===== src/mdds_pkg.sv =====
// Constants, carrier types and decode helpers for the multiplexed digit display scanner.
// Assumes one 25 MHz clock, a synchronous active-low reset and an AHB-Lite register bus.
// Functional notes
// - Sixteen BCD words kept in 64-bit recirculating register
// - Words read sequentially, written back, contents preserved
// - Host clock counts 64 loads, then display blocks loading
// - At display start, oscillator (or host clock when selected) shifts register and times scan
// - Load state inhibits counters, blanking forces decoders off
// - Decoder disable high drives all anode selects high
// - Terminal count flips control latch, releasing the counters
// - Anodes high four clocks, then exactly one falls
// - Fifth clock turns off; eighth fires next tube
// - Digit counter is four-bit binary, stepped by divide-by-four
// - Digit counter steps after every fourth shift pulse (oscillator, or host clock when selected)
// - Two one-of-eight decoders give sixteen active-low anodes
// - Four-bit register feeds shared BCD-to-decimal cathode lines
// - Tubes blanked for three of the four shifts while next word loads
// - Scan rate 3.2 kHz, under 10 kHz; host clock usable
package mdds_pkg;
  localparam int CLK_HZ = 25000000;
  localparam int SCAN_HZ = 3200;
  localparam int SCAN_MAX_HZ = 10000;
  // Longest period allowed at the nominal rate rounds down; shortest period at the ceiling rounds up
  localparam int SCAN_DIV = CLK_HZ / SCAN_HZ;
  localparam int SCAN_DIV_MIN = (CLK_HZ + SCAN_MAX_HZ - 1) / SCAN_MAX_HZ;
  localparam int NUM_TUBES = 16;
  localparam int WORD_W = 4;
  localparam int SREG_W = 64;
  localparam logic [6:0] LOAD_LAST = 7'h3F;
  localparam logic [6:0] LOAD_DONE = 7'h40;
  localparam logic [1:0] DIV4_LAST = 2'h3;
  localparam int FIFO_W = 1;
  localparam int FIFO_D = 16;
  // Register byte offsets
  localparam logic [7:0] OFS_CTRL = 8'h00;
  localparam logic [7:0] OFS_STATUS = 8'h04;
  localparam logic [7:0] OFS_DISP_LO = 8'h08;
  localparam logic [7:0] OFS_DISP_HI = 8'h0C;
  // CTRL fields
  localparam int CTRL_HOSTCLK_BIT = 0;
  localparam int CTRL_RELOAD_BIT = 1;
  localparam logic CTRL_HOSTCLK_RST = 1'b0;
  // STATUS fields
  localparam int ST_DISPLAY_BIT = 0;
  localparam int ST_BLANK_BIT = 1;
  localparam int ST_DIV4_LSB = 2;
  localparam int ST_DIGIT_LSB = 4;
  localparam int ST_LOADCNT_LSB = 8;
  localparam logic [2:0] HSIZE_WORD = 3'h2;
  localparam logic [15:0] ANODE_OFF = 16'hFFFF;
  localparam logic [9:0] CATHODE_OFF = 10'h3FF;

  typedef struct packed {
    logic clk_pin;
    logic data;
    logic write_info_n;
  } mdds_host_pins_t;

  typedef struct packed {
    logic [15:0] anode_n;
    logic [9:0] cathode_n;
  } mdds_disp_t;

  // One-of-eight decoder with active-high disable: all outputs high when disabled
  function automatic logic [7:0] mdds_dec8(input logic dis, input logic [2:0] sel);
    logic [7:0] r;
    r = 8'hFF;
    if (!dis) begin
      r[sel] = 1'b0;
    end
    return r;
  endfunction

  // Sixteen anode selects from two decoders; bit 3 steers which decoder is enabled
  function automatic logic [15:0] mdds_anode(input logic blank, input logic [3:0] d);
    return {mdds_dec8(blank | ~d[3], d[2:0]), mdds_dec8(blank | d[3], d[2:0])};
  endfunction

  // BCD to decimal, active low; codes above nine light nothing
  function automatic logic [9:0] mdds_bcd(input logic [3:0] w);
    logic [9:0] r;
    r = CATHODE_OFF;
    if (w <= 4'h9) begin
      r[w] = 1'b0;
    end
    return r;
  endfunction
endpackage


===== src/mdds_scan.sv =====
// Serial load FIFO and the multiplexed digit display scanner with its AHB-Lite register slave.
// Assumes the host clock, data and write-information pins are asynchronous to clk.

module mdds_fifo #(
  parameter int W = 1,
  parameter int D = 16
) (
  input wire logic clk,
  input wire logic rst_n,
  input wire logic in_valid,
  output logic in_ready,
  input wire logic [W-1:0] in_data,
  output logic out_valid,
  input wire logic out_ready,
  output logic [W-1:0] out_data
);
  localparam int AW = $clog2(D);
  typedef struct packed {
    logic [D-1:0][W-1:0] mem;
    logic [AW-1:0] wr;
    logic [AW-1:0] rd;
    logic [AW:0] cnt;
  } mdds_fifo_st_t;
  mdds_fifo_st_t s_ff, nxt_s;
  logic push, pop;

  assign in_ready = s_ff.cnt != (AW+1)'(D);
  assign out_valid = s_ff.cnt != '0;
  assign out_data = s_ff.mem[s_ff.rd];
  assign push = in_valid & in_ready;
  assign pop = out_valid & out_ready;

  always_comb begin
    nxt_s = s_ff;
    if (push) begin
      nxt_s.mem[s_ff.wr] = in_data;
      nxt_s.wr = AW'(s_ff.wr + 1'b1);
    end
    if (pop) begin
      nxt_s.rd = AW'(s_ff.rd + 1'b1);
    end
    nxt_s.cnt = (AW+1)'(s_ff.cnt + {{AW{1'b0}}, push} - {{AW{1'b0}}, pop});
  end

  always_ff @(posedge clk) begin
    if (!rst_n) begin
      s_ff <= '0;
    end else begin
      s_ff <= nxt_s;
    end
  end
endmodule // mdds_fifo

module mdds_scan import mdds_pkg::*; #(
  parameter int SCAN_DIV_P = SCAN_DIV
) (
  input wire logic clk,
  input wire logic rst_n,
  input wire mdds_host_pins_t host,
  output mdds_disp_t disp,
  output logic load_ready,
  output logic display_on,
  input wire logic hsel,
  input wire logic [31:0] haddr,
  input wire logic [1:0] htrans,
  input wire logic hwrite,
  input wire logic [2:0] hsize,
  input wire logic [31:0] hwdata,
  input wire logic hready,
  output logic hreadyout,
  output logic hresp,
  output logic [31:0] hrdata
);
  typedef struct packed {
    logic [1:0] hclk_sync;
    logic hclk_dly;
    logic [1:0] wr_sync;
    logic wr_dly;
    logic [1:0] dat_sync;
    logic [15:0] div_cnt;
    logic [SREG_W-1:0] sreg;
    logic [6:0] load_cnt;
    logic display;
    logic blank_n;
    logic [1:0] div4;
    logic [3:0] digit;
    logic [WORD_W-1:0] cath_sr;
    mdds_disp_t disp;
    logic hostclk_mode;
    logic ap_valid;
    logic ap_write;
    logic [7:0] ap_addr;
    logic [31:0] hrdata;
    logic load_ready;
  } mdds_st_t;

  localparam logic [15:0] DIV_LAST = 16'(SCAN_DIV_P - 1);

  mdds_st_t s_ff, nxt_s;
  logic hclk_rise, restart, reload_wr, osc_tick, tick, fire_word;
  logic fifo_in_ready, fifo_out_valid, fifo_pop;
  logic [FIFO_W-1:0] fifo_out_data;
  logic [WORD_W-1:0] new_word;

  function automatic logic [31:0] rd_mux(input mdds_st_t st, input logic [7:0] a);
    logic [31:0] r;
    r = '0;
    unique case (a)
      OFS_CTRL: r[CTRL_HOSTCLK_BIT] = st.hostclk_mode;
      OFS_STATUS: begin
        r[ST_DISPLAY_BIT] = st.display;
        r[ST_BLANK_BIT] = st.blank_n;
        r[ST_DIV4_LSB +: 2] = st.div4;
        r[ST_DIGIT_LSB +: 4] = st.digit;
        r[ST_LOADCNT_LSB +: 7] = st.load_cnt;
      end
      OFS_DISP_LO: r = st.sreg[31:0];
      OFS_DISP_HI: r = st.sreg[63:32];
      default: r = '0;
    endcase
    return r;
  endfunction

  // Bits queue here until a load phase drains them; draining stalls while displaying
  mdds_fifo #(.W(FIFO_W), .D(FIFO_D)) u_fifo (
    .clk(clk),
    .rst_n(rst_n),
    .in_valid(hclk_rise & ~s_ff.wr_sync[1]),
    .in_ready(fifo_in_ready),
    .in_data(s_ff.dat_sync[1]),
    .out_valid(fifo_out_valid),
    .out_ready(~s_ff.display),
    .out_data(fifo_out_data)
  );

  assign hclk_rise = s_ff.hclk_sync[1] & ~s_ff.hclk_dly;
  assign fifo_pop = fifo_out_valid & ~s_ff.display;
  assign reload_wr = s_ff.ap_valid & s_ff.ap_write & (s_ff.ap_addr == OFS_CTRL) & hwdata[CTRL_RELOAD_BIT];
  assign restart = (s_ff.wr_dly & ~s_ff.wr_sync[1]) | reload_wr;
  assign osc_tick = s_ff.display & (s_ff.div_cnt == DIV_LAST);
  // Host clock may replace the local oscillator when it already lies in the scan range
  assign tick = s_ff.display & (s_ff.hostclk_mode ? hclk_rise : osc_tick);
  assign fire_word = tick & (s_ff.div4 == DIV4_LAST);
  assign new_word = {s_ff.sreg[0], s_ff.cath_sr[WORD_W-1:1]};

  always_comb begin
    nxt_s = s_ff;
    nxt_s.hclk_sync = {s_ff.hclk_sync[0], host.clk_pin};
    nxt_s.hclk_dly = s_ff.hclk_sync[1];
    nxt_s.wr_sync = {s_ff.wr_sync[0], host.write_info_n};
    nxt_s.wr_dly = s_ff.wr_sync[1];
    nxt_s.dat_sync = {s_ff.dat_sync[0], host.data};
    nxt_s.load_ready = fifo_in_ready;
    // Oscillator divider runs only in the scan phase so its first tick is a full period after release
    nxt_s.div_cnt = (s_ff.display && !osc_tick) ? 16'(s_ff.div_cnt + 1'b1) : '0;
    if (fifo_pop) begin
      nxt_s.sreg = {fifo_out_data, s_ff.sreg[SREG_W-1:1]};
      nxt_s.load_cnt = 7'(s_ff.load_cnt + 1'b1);
      if (s_ff.load_cnt == LOAD_LAST) begin
        nxt_s.display = 1'b1;
      end
    end
    if (tick) begin
      nxt_s.sreg = {s_ff.sreg[0], s_ff.sreg[SREG_W-1:1]};
      nxt_s.cath_sr = new_word;
      nxt_s.div4 = 2'(s_ff.div4 + 1'b1);
      if (fire_word) begin
        nxt_s.blank_n = 1'b1;
        nxt_s.disp.anode_n = mdds_anode(1'b0, s_ff.digit);
        nxt_s.disp.cathode_n = mdds_bcd(new_word);
        nxt_s.digit = 4'(s_ff.digit + 1'b1);
      end else if (s_ff.div4 == 2'h0) begin
        nxt_s.blank_n = 1'b0;
        nxt_s.disp.anode_n = mdds_anode(1'b1, s_ff.digit);
      end
    end
    if (restart) begin
      nxt_s.display = 1'b0;
      nxt_s.load_cnt = '0;
      nxt_s.blank_n = 1'b0;
      nxt_s.div4 = '0;
      nxt_s.digit = '0;
      nxt_s.div_cnt = '0;
      nxt_s.disp.anode_n = mdds_anode(1'b1, 4'h0);
      nxt_s.disp.cathode_n = CATHODE_OFF;
    end
    if (s_ff.ap_valid && s_ff.ap_write && s_ff.ap_addr == OFS_CTRL) begin
      nxt_s.hostclk_mode = hwdata[CTRL_HOSTCLK_BIT];
    end
    // Read data is sampled at the address phase so it stands from a flop during the data phase
    nxt_s.ap_valid = hsel & htrans[1] & hready;
    nxt_s.ap_write = hwrite & (hsize == HSIZE_WORD);
    nxt_s.ap_addr = {haddr[7:2], 2'b00};
    if (hsel && htrans[1] && hready && !hwrite) begin
      nxt_s.hrdata = rd_mux(s_ff, {haddr[7:2], 2'b00});
    end
  end

  always_ff @(posedge clk) begin
    if (!rst_n) begin
      s_ff <= '0;
      s_ff.hclk_sync <= 2'h0;
      s_ff.wr_sync <= 2'h3;
      s_ff.wr_dly <= 1'b1;
      s_ff.hostclk_mode <= CTRL_HOSTCLK_RST;
      s_ff.disp.anode_n <= ANODE_OFF;
      s_ff.disp.cathode_n <= CATHODE_OFF;
      s_ff.load_ready <= 1'b1;
    end else begin
      s_ff <= nxt_s;
    end
  end

  assign disp = s_ff.disp;
  assign load_ready = s_ff.load_ready;
  assign display_on = s_ff.display;
  assign hrdata = s_ff.hrdata;
  assign hreadyout = 1'b1;
  assign hresp = 1'b0;
endmodule // mdds_scan


===== config.mk =====
export PLATFORM = sky130hd
export DESIGN_NAME = mdds_scan
export DESIGN_NICKNAME = d
export VERILOG_FILES = /design/src/mdds_pkg.sv /design/src/mdds_scan.sv
export SDC_FILE = /design/constraint.sdc
export NUM_CORES = 1
export LEC_CHECK = 0
export BUFFER_PORTS_ARGS = -buffer_cell sky130_fd_sc_hd__buf_2
export CORE_MARGIN = 8
export CORE_UTILIZATION = 45
export CTS_BUF_LIST = sky130_fd_sc_hd__clkbuf_16
export DETAILED_ROUTE_END_ITERATION = 12
export HOLD_SLACK_MARGIN = 0.05
export PLACE_DENSITY_LB_ADDON = 0.1
export SYNTH_ARGS = -nofsm -noshare
export SYNTH_HDL_FRONTEND = slang
export SYNTH_SLANG_ARGS = --single-unit
export TNS_END_PERCENT = 100

===== constraint.sdc =====
create_clock -name clk -period 6.7 [get_ports clk]
set_input_delay 1.005 -clock clk [delete_from_list [all_inputs] [get_ports clk]]
set_output_delay 1.005 -clock clk [all_outputs]
set_load 0.02 [all_outputs]

Word-level counts from Yosys, hierarchy flattened
Cells that the tools add are included.
Storage, ports and cells
  register bits: 206
  bits of input ports: 77
  output and inout port bits: 62
  word-level logic and storage cells: 132
Operators by class
  add/subtract/negate cells: 8
  $lt $le $gt $ge: 8
  equality and inequality tests: 8
  multiplexer cells: 23
  bitwise gates (word level): 22
  reduce and logical (&&, ||, !) cells: 22
Operator list (count)
  $mux 72: 1
  $mux 64: 1
  $pmux 14 s3: 1
  $pmux 17 s2: 1
  $mux 16: 2
  $add 16x1->16 const B: 1
  $bwmux 16: 1
  $eq 16x13->1 const B: 1
  $mux 8: 2
  $lt 4x5->1 const B: 3
  $and 1x1->1: 14
  $add 4x1->4 const B: 3
  $eq 6x2->1 const B: 2
  $mux 10: 1
  $not 10->10: 1
  $logic_and 1x1->1: 9
  $demux 1 s4: 2
  $ge 4x1->1 const B: 2
  $logic_not 8->1: 1
  $mux 1: 8
  $not 8->8: 1
  $add 7x1->7 const B: 1
  $eq 7x6->1 const B: 1
  $eq 6x1->1 const B: 1
  22 further kinds: 30

Logic depth before layout (Yosys ltp)
Gate-level depths: netlist of the first run.
  depth in word-level cells: 7
  mapped depth: 13

Modules after synthesis
A second synthesis of the first run with hierarchy kept.
Second synthesis, totals
  cells, all modules: 952
  area total of the unflattened synthesis: 9308.9 um^2
By module, submodules not included
  mdds_scan: instances 1, cells each 786, area an instance 7594.8 um^2
  mdds_fifo: instances 1, cells each 166, area an instance 1714.1 um^2

Worst setup path before layout of the first run
Ideal clock, no wire load.
  path type: reg2reg
  start: reg u_fifo.s_ff[3] (netlist bit)
  end: reg u_fifo.s_ff[4] (netlist bit)
  setup time: 0.071 ns
  arrival: 2.693 ns
  path slack: 3.937 ns
  stages on the path, launching flop included: 14
  buffers on the path: 1
  cells stage by stage: dfxtp_1 > inv_1 > ha_1 > nor4b_2 > nor2_1 > clkbuf_1 > ha_1 > inv_1 > ha_1 > fa_1 > a21oi_1 > nor2_1 > or3_1 > a21oi_1
Between the ends
  word-level cells in the longest chain between the ends: 4
  elaborated cells between the ends (all ways): 6
  classes of those cells: add/sub (2); eq/ne (1); bitwise (2); reduce/logical (1)
RTL lines
  start, declared: line mdds_scan.sv:24  | mdds_fifo_st_t s_ff, nxt_s;
  start signal, assigned: line mdds_scan.sv:49  | s_ff <= nxt_s;
  $ne 5x5->1: line mdds_scan.sv:27  | assign in_ready = s_ff.cnt != (AW+1)'(D);
  $and 1x1->1: line mdds_scan.sv:30  | assign push = in_valid & in_ready;
  $add 5x1->5: line mdds_scan.sv:42  | nxt_s.cnt = (AW+1)'(s_ff.cnt + {{AW{1'b0}}, push} - {{AW{1'b0}}, pop});
  $sub 5x1->5 (*): line mdds_scan.sv:42
Every way passes the cells marked *; elsewhere a longest branch is shown, timed or not.
A chain may end at the register's enable or synchronous reset.

Worst setup path after layout of the first run
  start: reg u_fifo.s_ff[2] (netlist bit)
  end: reg u_fifo.s_ff[4] (netlist bit)
Same word-level chain as after synthesis.

==> results.md, run 1 <==
- The number of filler instances in the final layout is 1,917.
- The remaining global-route overflow is 0.
- Across the VDD grid, the largest voltage drop is 0.000200 V.
- The warning count from the yosys run is 0.
- The clock skew is 0.00798 ns.
- The critical path is of the register to register type.
- The post-route netlist has 15.5% of its cells at a drive strength greater than 1.
- The first global-routing pass estimated 32,000 um of wire.
- The number of clock buffers inserted by TritonCTS is 23.
- The maximum level of the CTS H-tree is 1.
- The via count of the first global-routing pass came to 6,385.
- The sequential cell fraction of total power is 43.5%.
- The combined global-route utilization of all metal layers is 15.6%.
- The number of enable flip-flop cells after synthesis is 0.
- After synthesis the cells add up to 8830 um^2.
- From left edge to right edge, the die measures 156 um.
- The class of the most critical hold timing path is register to register.
- The initial core utilization is 45.7%.
- For this run, the top clock speed supported by timing is 293 MHz.
- The number of nets still failing antenna checks after routing is 0.
- The final weighted congestion in routability-driven placement is 0.753.
- STA classifies the critical path endpoint as a register.
- The maximum fanout encountered on the critical timing path is 12.
- The run finished with clean final reports.
- The deepest clock path buffer count is 3.
- Averaged over all synthesized cells, the footprint is 8.90 um^2.
- CTS placed an instance of sky130_fd_sc_hd__clkbuf_16 at the clock tree root.
- The total core area is 19,300 um^2.
- For the worst setup path, the data arrival time is 3.83 ns.
- In this run, the number of DRC markers left after iteration 0 of detailed routing was 299.
- The remaining max-slew budget at the tightest pin is 28.8%.
- The die covers 24,400 um^2.
- The area added between synthesis and finish is 9.14%.
- The top-level I/O count is 139.
- The required time of the critical path is 7.11 ns.
- The minimum setup slack among reg-to-reg paths is 3.29 ns.
- The die is 156 um tall.
- The main flop type after synthesis is sky130_fd_sc_hd__dfxtp_1.
- The endpoint identified for the worst register-to-register timing path is u_fifo.s_ff[4].
- The internal power consumption is 2180 uW.
- The combinational share of power is 13.0%.
- Post-CTS repair changed the size of 0 cells.
- The count of cells in the finished layout, fillers not included, comes to 1,255.
- The number of hold buffers added after cts is 0.
- The worst-case reg-to-reg path depth is 12.
- Entering global routing, the biggest net connects 127 pins.
- The proportion of register bits with asynchronous set or reset after synthesis is 0%.
- The synthesized design spends more area on one cell type than any other, namely sky130_fd_sc_hd__dfxtp_1.
- The net count of the finished layout is 1,071.
- The detail-routed via count per cell is 5.22.
- The final number of hold-violating endpoints is 0.
- Summed over all failing endpoints, the final setup total negative slack is 0 ns.
- In this run the static leakage power is 0.00361 uW.
- The number of antenna diodes in the final layout is 0.
- Input and output buffers added on the ports amount to 79.
- The fraction of power spent switching nets is 26.7%.
- In the routed design, unresolved DRC markers number 0.
- The CTS sink count is 203.
- The post-synthesis cell type count is 63.
- TritonCTS built the clock tree.
- The critical path ends at u_fifo.s_ff[4].
- The nature of the critical path startpoint is a register.
- In the finished design, the share of the clock period the worst path needs comes to 51.0%.
- The final wirelength is 18,800 um.
- The share of the yosys chip area belonging to registers is 46.0%.
- The post-synthesis instance total is 992.
- The number of max-capacitance violations reported is 0.
- The slew at the pin closest to its max-slew limit is 1.06 ns.
- The flip-flop and latch area is 4060 um^2.
- Setup violations remaining at the end of the flow were counted as 0.
- In the final layout, the multi-input gates occupy 3950 um^2.
- The power density over the cells is 309 nW/um^2.
- The number of placed instances with taps included is 1,215.
- The share of Yosys cell area claimed by the top area cell type is 46.0%.
- In the final routed layout, each cell accounts on average for 14.9 um.
- Setup repair after global routing left no endpoint under its margin.
- Per report_power, the clock group accounts for 43.5% of the total.
- The worst register-to-register path begins at u_fifo.s_ff[2].
- The max-slew violation count is 0.
- The clock latency reported for the late side of the worst-skew pair is 0.49 ns.
- The wire-length estimate of the detail-placed layout is 11,900 um.
- After synthesis, the cell types taking the most area are sky130_fd_sc_hd__dfxtp_1 (46%), sky130_fd_sc_hd__buf_4 (5.8%), sky130_fd_sc_hd__nand3_1 (4.9%), sky130_fd_sc_hd__nor2_1 (4.7%), sky130_fd_sc_hd__o21ai_0 (4.5%).
- The critical path starts at u_fifo.s_ff[2].
- The floorplan has 51 rows.
- In this run the power spent charging and discharging nets is 796 uW.
- The clock period minus final worst setup slack is 3.41 ns.
- The via count is 6,549.
- After clock tree synthesis, the clock-pin slew on the worst setup and hold paths is 0.06 ns.
- The first detailed-routing pass ran for 4 iterations.
- The initial antenna violation count was 0.
- The number of flip-flops and latches in the synthesized netlist is 203.
- The number of nets in the synthesized netlist is 1,088.
- The number of buffers added for setup after CTS is 0.
==> state kept, by name, summed over array words and instances, names as in the netlist <==
register     flops
hrdata          32
nxt_s            5
load_ready       1
u_fifo.s_ff     29
s_ff           105
display_on       1
new_word         4
disp            26
==> final cells by class <==
class                   instances  share of cell area [%]
repair buffers                 86                    4.67
clock inverters                17                    2.09
inverters                      17                   0.662
clock buffers                  23                    5.97
well taps                     265                    3.44
multi-input cells             644                    41.0
flip-flops and latches        203                    42.2
==> cell families (layout without fill, tap and decap cells) <==
group	count (synthesis)	in the layout	synth area share [%]
adder cells (fa/ha/maj)	19	19	2.78
buffers and inverters	145	143	9.39
XOR/XNOR	28	28	2.78
AO/OA/AOI/OAI	177	177	13.1
flip-flops	203	203	46.0
other	2	2	0.0851
AND/OR/NAND/NOR	384	384	21.3
multiplexers	34	34	4.56
==> power groups by stage <==
stage / sequential, uW / clock (uW) / combinational (uW)
after global routing: 1300 / 1380 / 445
after detailed placement: 1320 / 0 / 395
final: 1300 / 1300 / 388
after CTS: 1300 / 1330 / 396
after floorplan: 1300 / 0 / 347
after global placement: 1320 / 0 / 387
==> routing by layer <==
layer	GRT usage (%)	vias up	share of wire [%]
li1	-	3352	-
met3	2.88	29	4.0
met1	20.1	3097	47
met2	26.6	71	47
met4	3.51	0	1.8
met5	0	-	0
==> placed cells by master, fill, tap and decap left out, types with 6 or more instances in the layout <==
cell                        instances
sky130_fd_sc_hd__buf_2             78
sky130_fd_sc_hd__a2bb2oi_1         14
sky130_fd_sc_hd__a221oi_1          17
sky130_fd_sc_hd__buf_4              8
sky130_fd_sc_hd__nor2b_1            6
sky130_fd_sc_hd__mux2i_1           20
sky130_fd_sc_hd__o21ai_0           79
sky130_fd_sc_hd__inv_1             18
sky130_fd_sc_hd__a22oi_1           14
sky130_fd_sc_hd__clkbuf_16         23
sky130_fd_sc_hd__nand2_1           89
sky130_fd_sc_hd__nor3_1            21
sky130_fd_sc_hd__dfxtp_1          203
sky130_fd_sc_hd__nor2_1           111
sky130_fd_sc_hd__xor2_1            13
sky130_fd_sc_hd__mux2_2            10
sky130_fd_sc_hd__a21oi_1           15
sky130_fd_sc_hd__nand4_1           14
sky130_fd_sc_hd__o22a_1            11
sky130_fd_sc_hd__nand3_1           86
sky130_fd_sc_hd__ha_1              18
sky130_fd_sc_hd__xnor2_1           15
sky130_fd_sc_hd__and2_1            18
==> how the worst min path moves through the flow <==
stage / start / cells after the start / to / slack [ns]
after floorplan: nxt_s[173] / 1 / nxt_s[171] / 0.39
after global placement: nxt_s[173] / 1 / nxt_s[171] / 0.41
after detailed placement: nxt_s[173] / 1 / nxt_s[171] / 0.42
after CTS: nxt_s[176] / 1 / nxt_s[174] / 0.43
after global routing: nxt_s[176] / 1 / nxt_s[174] / 0.45
final: nxt_s[173] / 1 / nxt_s[171] / 0.43
==> per-stage QoR <==
stage / power, uW / hold slack (ns) / instance area, um^2 / worst slack, ns / utilization (%)
after floorplan: 1650 / 0.386 / 8830 / 3.94 / -
after global placement: 1710 / 0.408 / 8860 / 3.10 / 45.8
after detailed placement: 1720 / 0.417 / 8860 / 3.09 / 45.8
after CTS: 3030 / 0.433 / 9640 / 3.27 / 49.8
after global routing: 3130 / 0.445 / 9640 / 3.04 / 49.8
final: 2980 / 0.425 / 9640 / 3.29 / 49.8
==> synth_stat cells (all sizes together), types with 4 or more instances <==
| cell | instances |
|---|---|
| a21oi | 16 |
| a221oi | 17 |
| a22oi | 14 |
| a2bb2oi | 14 |
| a31oi | 5 |
| and2 | 18 |
| and3 | 4 |
| and4b | 5 |
| buf | 88 |
| clkbuf | 40 |
| dfxtp | 203 |
| ha | 18 |
| inv | 17 |
| mux2 | 10 |
| mux2i | 20 |
| mux4 | 4 |
| nand2 | 89 |
| nand2b | 5 |
| nand3 | 87 |
| nand4 | 15 |
| nor2 | 111 |
| nor2b | 6 |
| nor3 | 21 |
| o21ai | 83 |
| o22a | 11 |
| or3 | 5 |
| xnor2 | 15 |
| xor2 | 13 |
==> worst max-delay path: stages, from the launching register on <==
cell	delay (ns)
sky130_fd_sc_hd__dfxtp_1	0.31
sky130_fd_sc_hd__inv_1	0.07
sky130_fd_sc_hd__ha_1	0.21
sky130_fd_sc_hd__nor4b_2	0.55
sky130_fd_sc_hd__nor2_1	0.42
sky130_fd_sc_hd__ha_1	0.40
sky130_fd_sc_hd__inv_1	0.04
sky130_fd_sc_hd__ha_1	0.20
sky130_fd_sc_hd__fa_1	0.41
sky130_fd_sc_hd__a21oi_1	0.18
sky130_fd_sc_hd__nor2_1	0.07
sky130_fd_sc_hd__or3_1	0.34
sky130_fd_sc_hd__a21oi_1	0.14
Power figures use the tool's default switching activity.
==> run 2, diff against run 1 <==
==> constraint.sdc (replaced) <==
create_clock -name clk -period 3.4 [get_ports clk]
set_input_delay 0.51 -clock clk [delete_from_list [all_inputs] [get_ports clk]]
set_output_delay 0.51 -clock clk [all_outputs]
set_load 0.02 [all_outputs]
==> results.md, run 2 (synthesis gave the netlist of run 1 again) <==
- The flow ran to the end, and the final reports show no timing, DRC or antenna violations.
- At the later pin of the worst-skew pair, clock insertion delay measures 0.50 ns.
- The initial utilization of the core area, before any placement, comes to 45.7%.
- Using the TritonRoute via totals, the vias-per-cell ratio works out to 5.16.
- The clock root buffer is sky130_fd_sc_hd__clkbuf_16.
- The maximum fanout encountered on the critical timing path is 4.
- The worst path uses 85.4% of the clock period.
- The routing usage on met1 is 20.7%.
- The kind of cell with the highest combined delay along the critical path is adder cells.
- The number of standard cells in the layout, taps in and fillers out is 1,262.
- The critical path is of the register to register type.
- The die boundary width is 156 um.
- The congestion estimate from routability-driven global placement came to 0.761.
- The tree built by TritonCTS fans out to 203 sinks.
- Detailed placement ended at an HPWL of 12,200 um.
- Clock skew on the completed layout was measured at 0.00933 ns.
- The number of buffers added for setup after CTS is 0.
- The register with the most flip-flops is s_ff.
- Post-CTS repair changed the size of 0 cells.
- The tool flagged a number of max-cap violations equal to 0.
- The remaining global-route overflow is 0.
- In this run the remaining antenna-violating nets after routing total 0.
- The highest clock frequency the design can meet is 344 MHz.
- The final setup violation count is 0.
- The most frequent cell on the critical path is sky130_fd_sc_hd__ha_1.
- The final route contains 6,510 vias.
- Cells with a size suffix above 1 make up 15.8% of the layout.
- The final number of hold-violating endpoints is 0.
- The largest incremental delay on the critical path is 0.46 ns.
- The initial antenna violation count came to 0.
- The floorplan die area is 24,400 um^2.
- The library cells used most frequently in the layout, excluding fill and tap cells, are sky130_fd_sc_hd__dfxtp_1 (203), sky130_fd_sc_hd__nor2_1 (111), sky130_fd_sc_hd__nand2_1 (89), sky130_fd_sc_hd__nand3_1 (86), sky130_fd_sc_hd__o21ai_0 (79).
- For this design, the CTS-stage hold fixing added 0 buffers.
- The initial DRC count is 344.
- The longest clock path from root to sink contains 3 buffers.
- The DRC violations left is 0.
- IR analysis of the VDD net gives a maximum drop of 0.000401 V.
- The maximum level of the CTS H-tree is 1.
- The analysis attributes to net switching a power of 1560 uW.
- The pre-antenna-repair detailed-routing pass consisted of 4 iterations.
- The power density over the cells is 582 nW/um^2.
- Net switching is 27.9% of the power.
- In this run the most used layer during global routing was met2.
- The first-pass GRT wire length is 31,300 um.
- The antenna cell count is 0.
- The global-route met2 utilization is 24.5%.
- The summed negative setup slack over all endpoints is 0 ns.
- The combined global-route utilization of all metal layers is 15.3%.
- The largest net degree at the start of global routing is 127.
- Data on the critical path arrives at its endpoint at 3.34 ns.
- The quantity of I/O buffers inserted on ports is 79.
- 139 I/O pins were placed.
- The kind of end point of the critical path is a register.
- The combinational share of power is 14.2%.
- The number of placed instances with taps included is 1,223.
- The worst hold slack is 0.181 ns.
- The met3 usage is 3.13%.
- Setup repair after global routing left no endpoint under its margin.
- Traced cell by cell, the critical path runs through inv_1 -> ha_1 -> nor4b_2 -> nor2_1 -> ha_1 -> inv_1 -> ha_1 -> fa_1 -> a21oi_1 -> nor2_1 -> or3_1 -> a21oi_1.
- The total core area is 19,300 um^2.
- The slew at the pin closest to its max-slew limit is 1.01 ns.
- For this design, the slowest cell found on the critical path is sky130_fd_sc_hd__nor4b_2.
- After clock tree synthesis, the clock-pin slew on the worst setup and hold paths is 0.06 ns.
- In the final routed layout, each cell accounts on average for 14.7 um.
- Measured against its own limit, the worst slew margin works out to 32.7%.
- The clock period minus final worst setup slack is 2.90 ns.
- The critical path buffer and inverter count is 2.
- At the worst endpoint, the required time is 3.83 ns.
- The sequential cell fraction of total power is 45.6%.
- The row count is 51.
- Summed over all layers, the routed wires come to 18,600 um.
- TritonCTS built the clock tree.
- In the final design database the tool counted 1,079 nets.
- The share of total power dissipated in the clock network is 40.2%.
- The die is 156 um tall.
- The via count of the first global-routing pass is 6,107.
- After filler insertion, the fill cell instance count of the layout stands at 1,912.
- The class of the most critical hold timing path is input port to register.
- The max-slew violation count came to 0.
- Total power for the finished layout comes to 5590 uW.
- The number of clock buffers inserted by TritonCTS is 23.
- The area added between synthesis and finish is 8.83%.
- The most common library cell in the layout ignoring fill and taps is sky130_fd_sc_hd__dfxtp_1.
- Cell internal power was estimated by the tool at 4030 uW.
- The number of flip-flops in the largest register is 105.
- The standby leakage power is 0.00361 uW.
- The nature of the critical path startpoint is a register.
run 2: cell count changes in the layout (fill, tap and decap cells not counted):
cell / previous run / this run
sky130_fd_sc_hd__buf_4: 8 / 15
sky130_fd_sc_hd__bufinv_16: 5 / 1
sky130_fd_sc_hd__inv_1: 18 / 21
sky130_fd_sc_hd__buf_12: 0 / 1
sky130_fd_sc_hd__clkinv_1: 5 / 4
sky130_fd_sc_hd__clkinv_2: 5 / 4
sky130_fd_sc_hd__clkinv_4: 0 / 1
sky130_fd_sc_hd__inv_6: 0 / 1
run 2: power groups by stage:
stage | clock (uW) | sequential, uW | combinational [uW]
2_1_floorplan | 0 | 2560 | 683
3_3_place_gp | 0 | 2600 | 792
3_5_place_dp | 0 | 2600 | 803
4_1_cts | 2320 | 2550 | 804
5_1_grt | 2430 | 2570 | 908
6_report | 2240 | 2550 | 794
run 2: metal layers:
metal	vias up	wire length, um
met1	3028	9120
li1	3370	-
met2	85	8320
met4	0	307
met3	27	819
met5	-	0
run 2: layout make-up:
class	count	area (um^2)	share of cell area (%)
Sequential cell	203	4060	42.3
Tap cell	265	332	3.45
Multi-Input combinational cell	644	3950	41.1
Clock buffer	23	576	5.99
Timing Repair Buffer	94	523	5.44
Inverter	17	63.8	0.664
Clock inverter	16	101	1.05
run 2: through the flow:
stage / instance area, um^2 / setup slack [ns] / util, %
floorplan: 8830 / 0.637 / -
global placement: 8930 / 0.549 / 46.2
detailed placement: 8930 / 0.540 / 46.2
CTS: 9610 / 0.502 / 49.7
global route: 9610 / 0.315 / 49.7
finish: 9610 / 0.497 / 49.7
run 2: worst reg2reg max path: stages (launching register included):
cell and delay, ns:
sky130_fd_sc_hd__dfxtp_1 0.32, sky130_fd_sc_hd__inv_1 0.08, sky130_fd_sc_hd__ha_1 0.20, sky130_fd_sc_hd__nor4b_2 0.46, sky130_fd_sc_hd__nor2_1 0.12, sky130_fd_sc_hd__ha_1 0.30, sky130_fd_sc_hd__inv_1 0.04, sky130_fd_sc_hd__ha_1 0.19
sky130_fd_sc_hd__fa_1 0.41, sky130_fd_sc_hd__a21oi_1 0.17, sky130_fd_sc_hd__nor2_1 0.06, sky130_fd_sc_hd__or3_1 0.34, sky130_fd_sc_hd__a21oi_1 0.14
run 2: final timing paths:
| kind | depth (start not counted) | slack (ns) | to | start |
|---|---|---|---|---|
| worst min register to register | 1 | 0.43 | s_ff[170] | nxt_s[170] |
| worst max register to register | 12 | 0.50 | u_fifo.s_ff[4] | u_fifo.s_ff[3] |
| worst min-delay path | 2 | 0.18 | nxt_s[173] | host[0] |
| worst max-delay path | 12 | 0.50 | u_fifo.s_ff[4] | u_fifo.s_ff[3] |
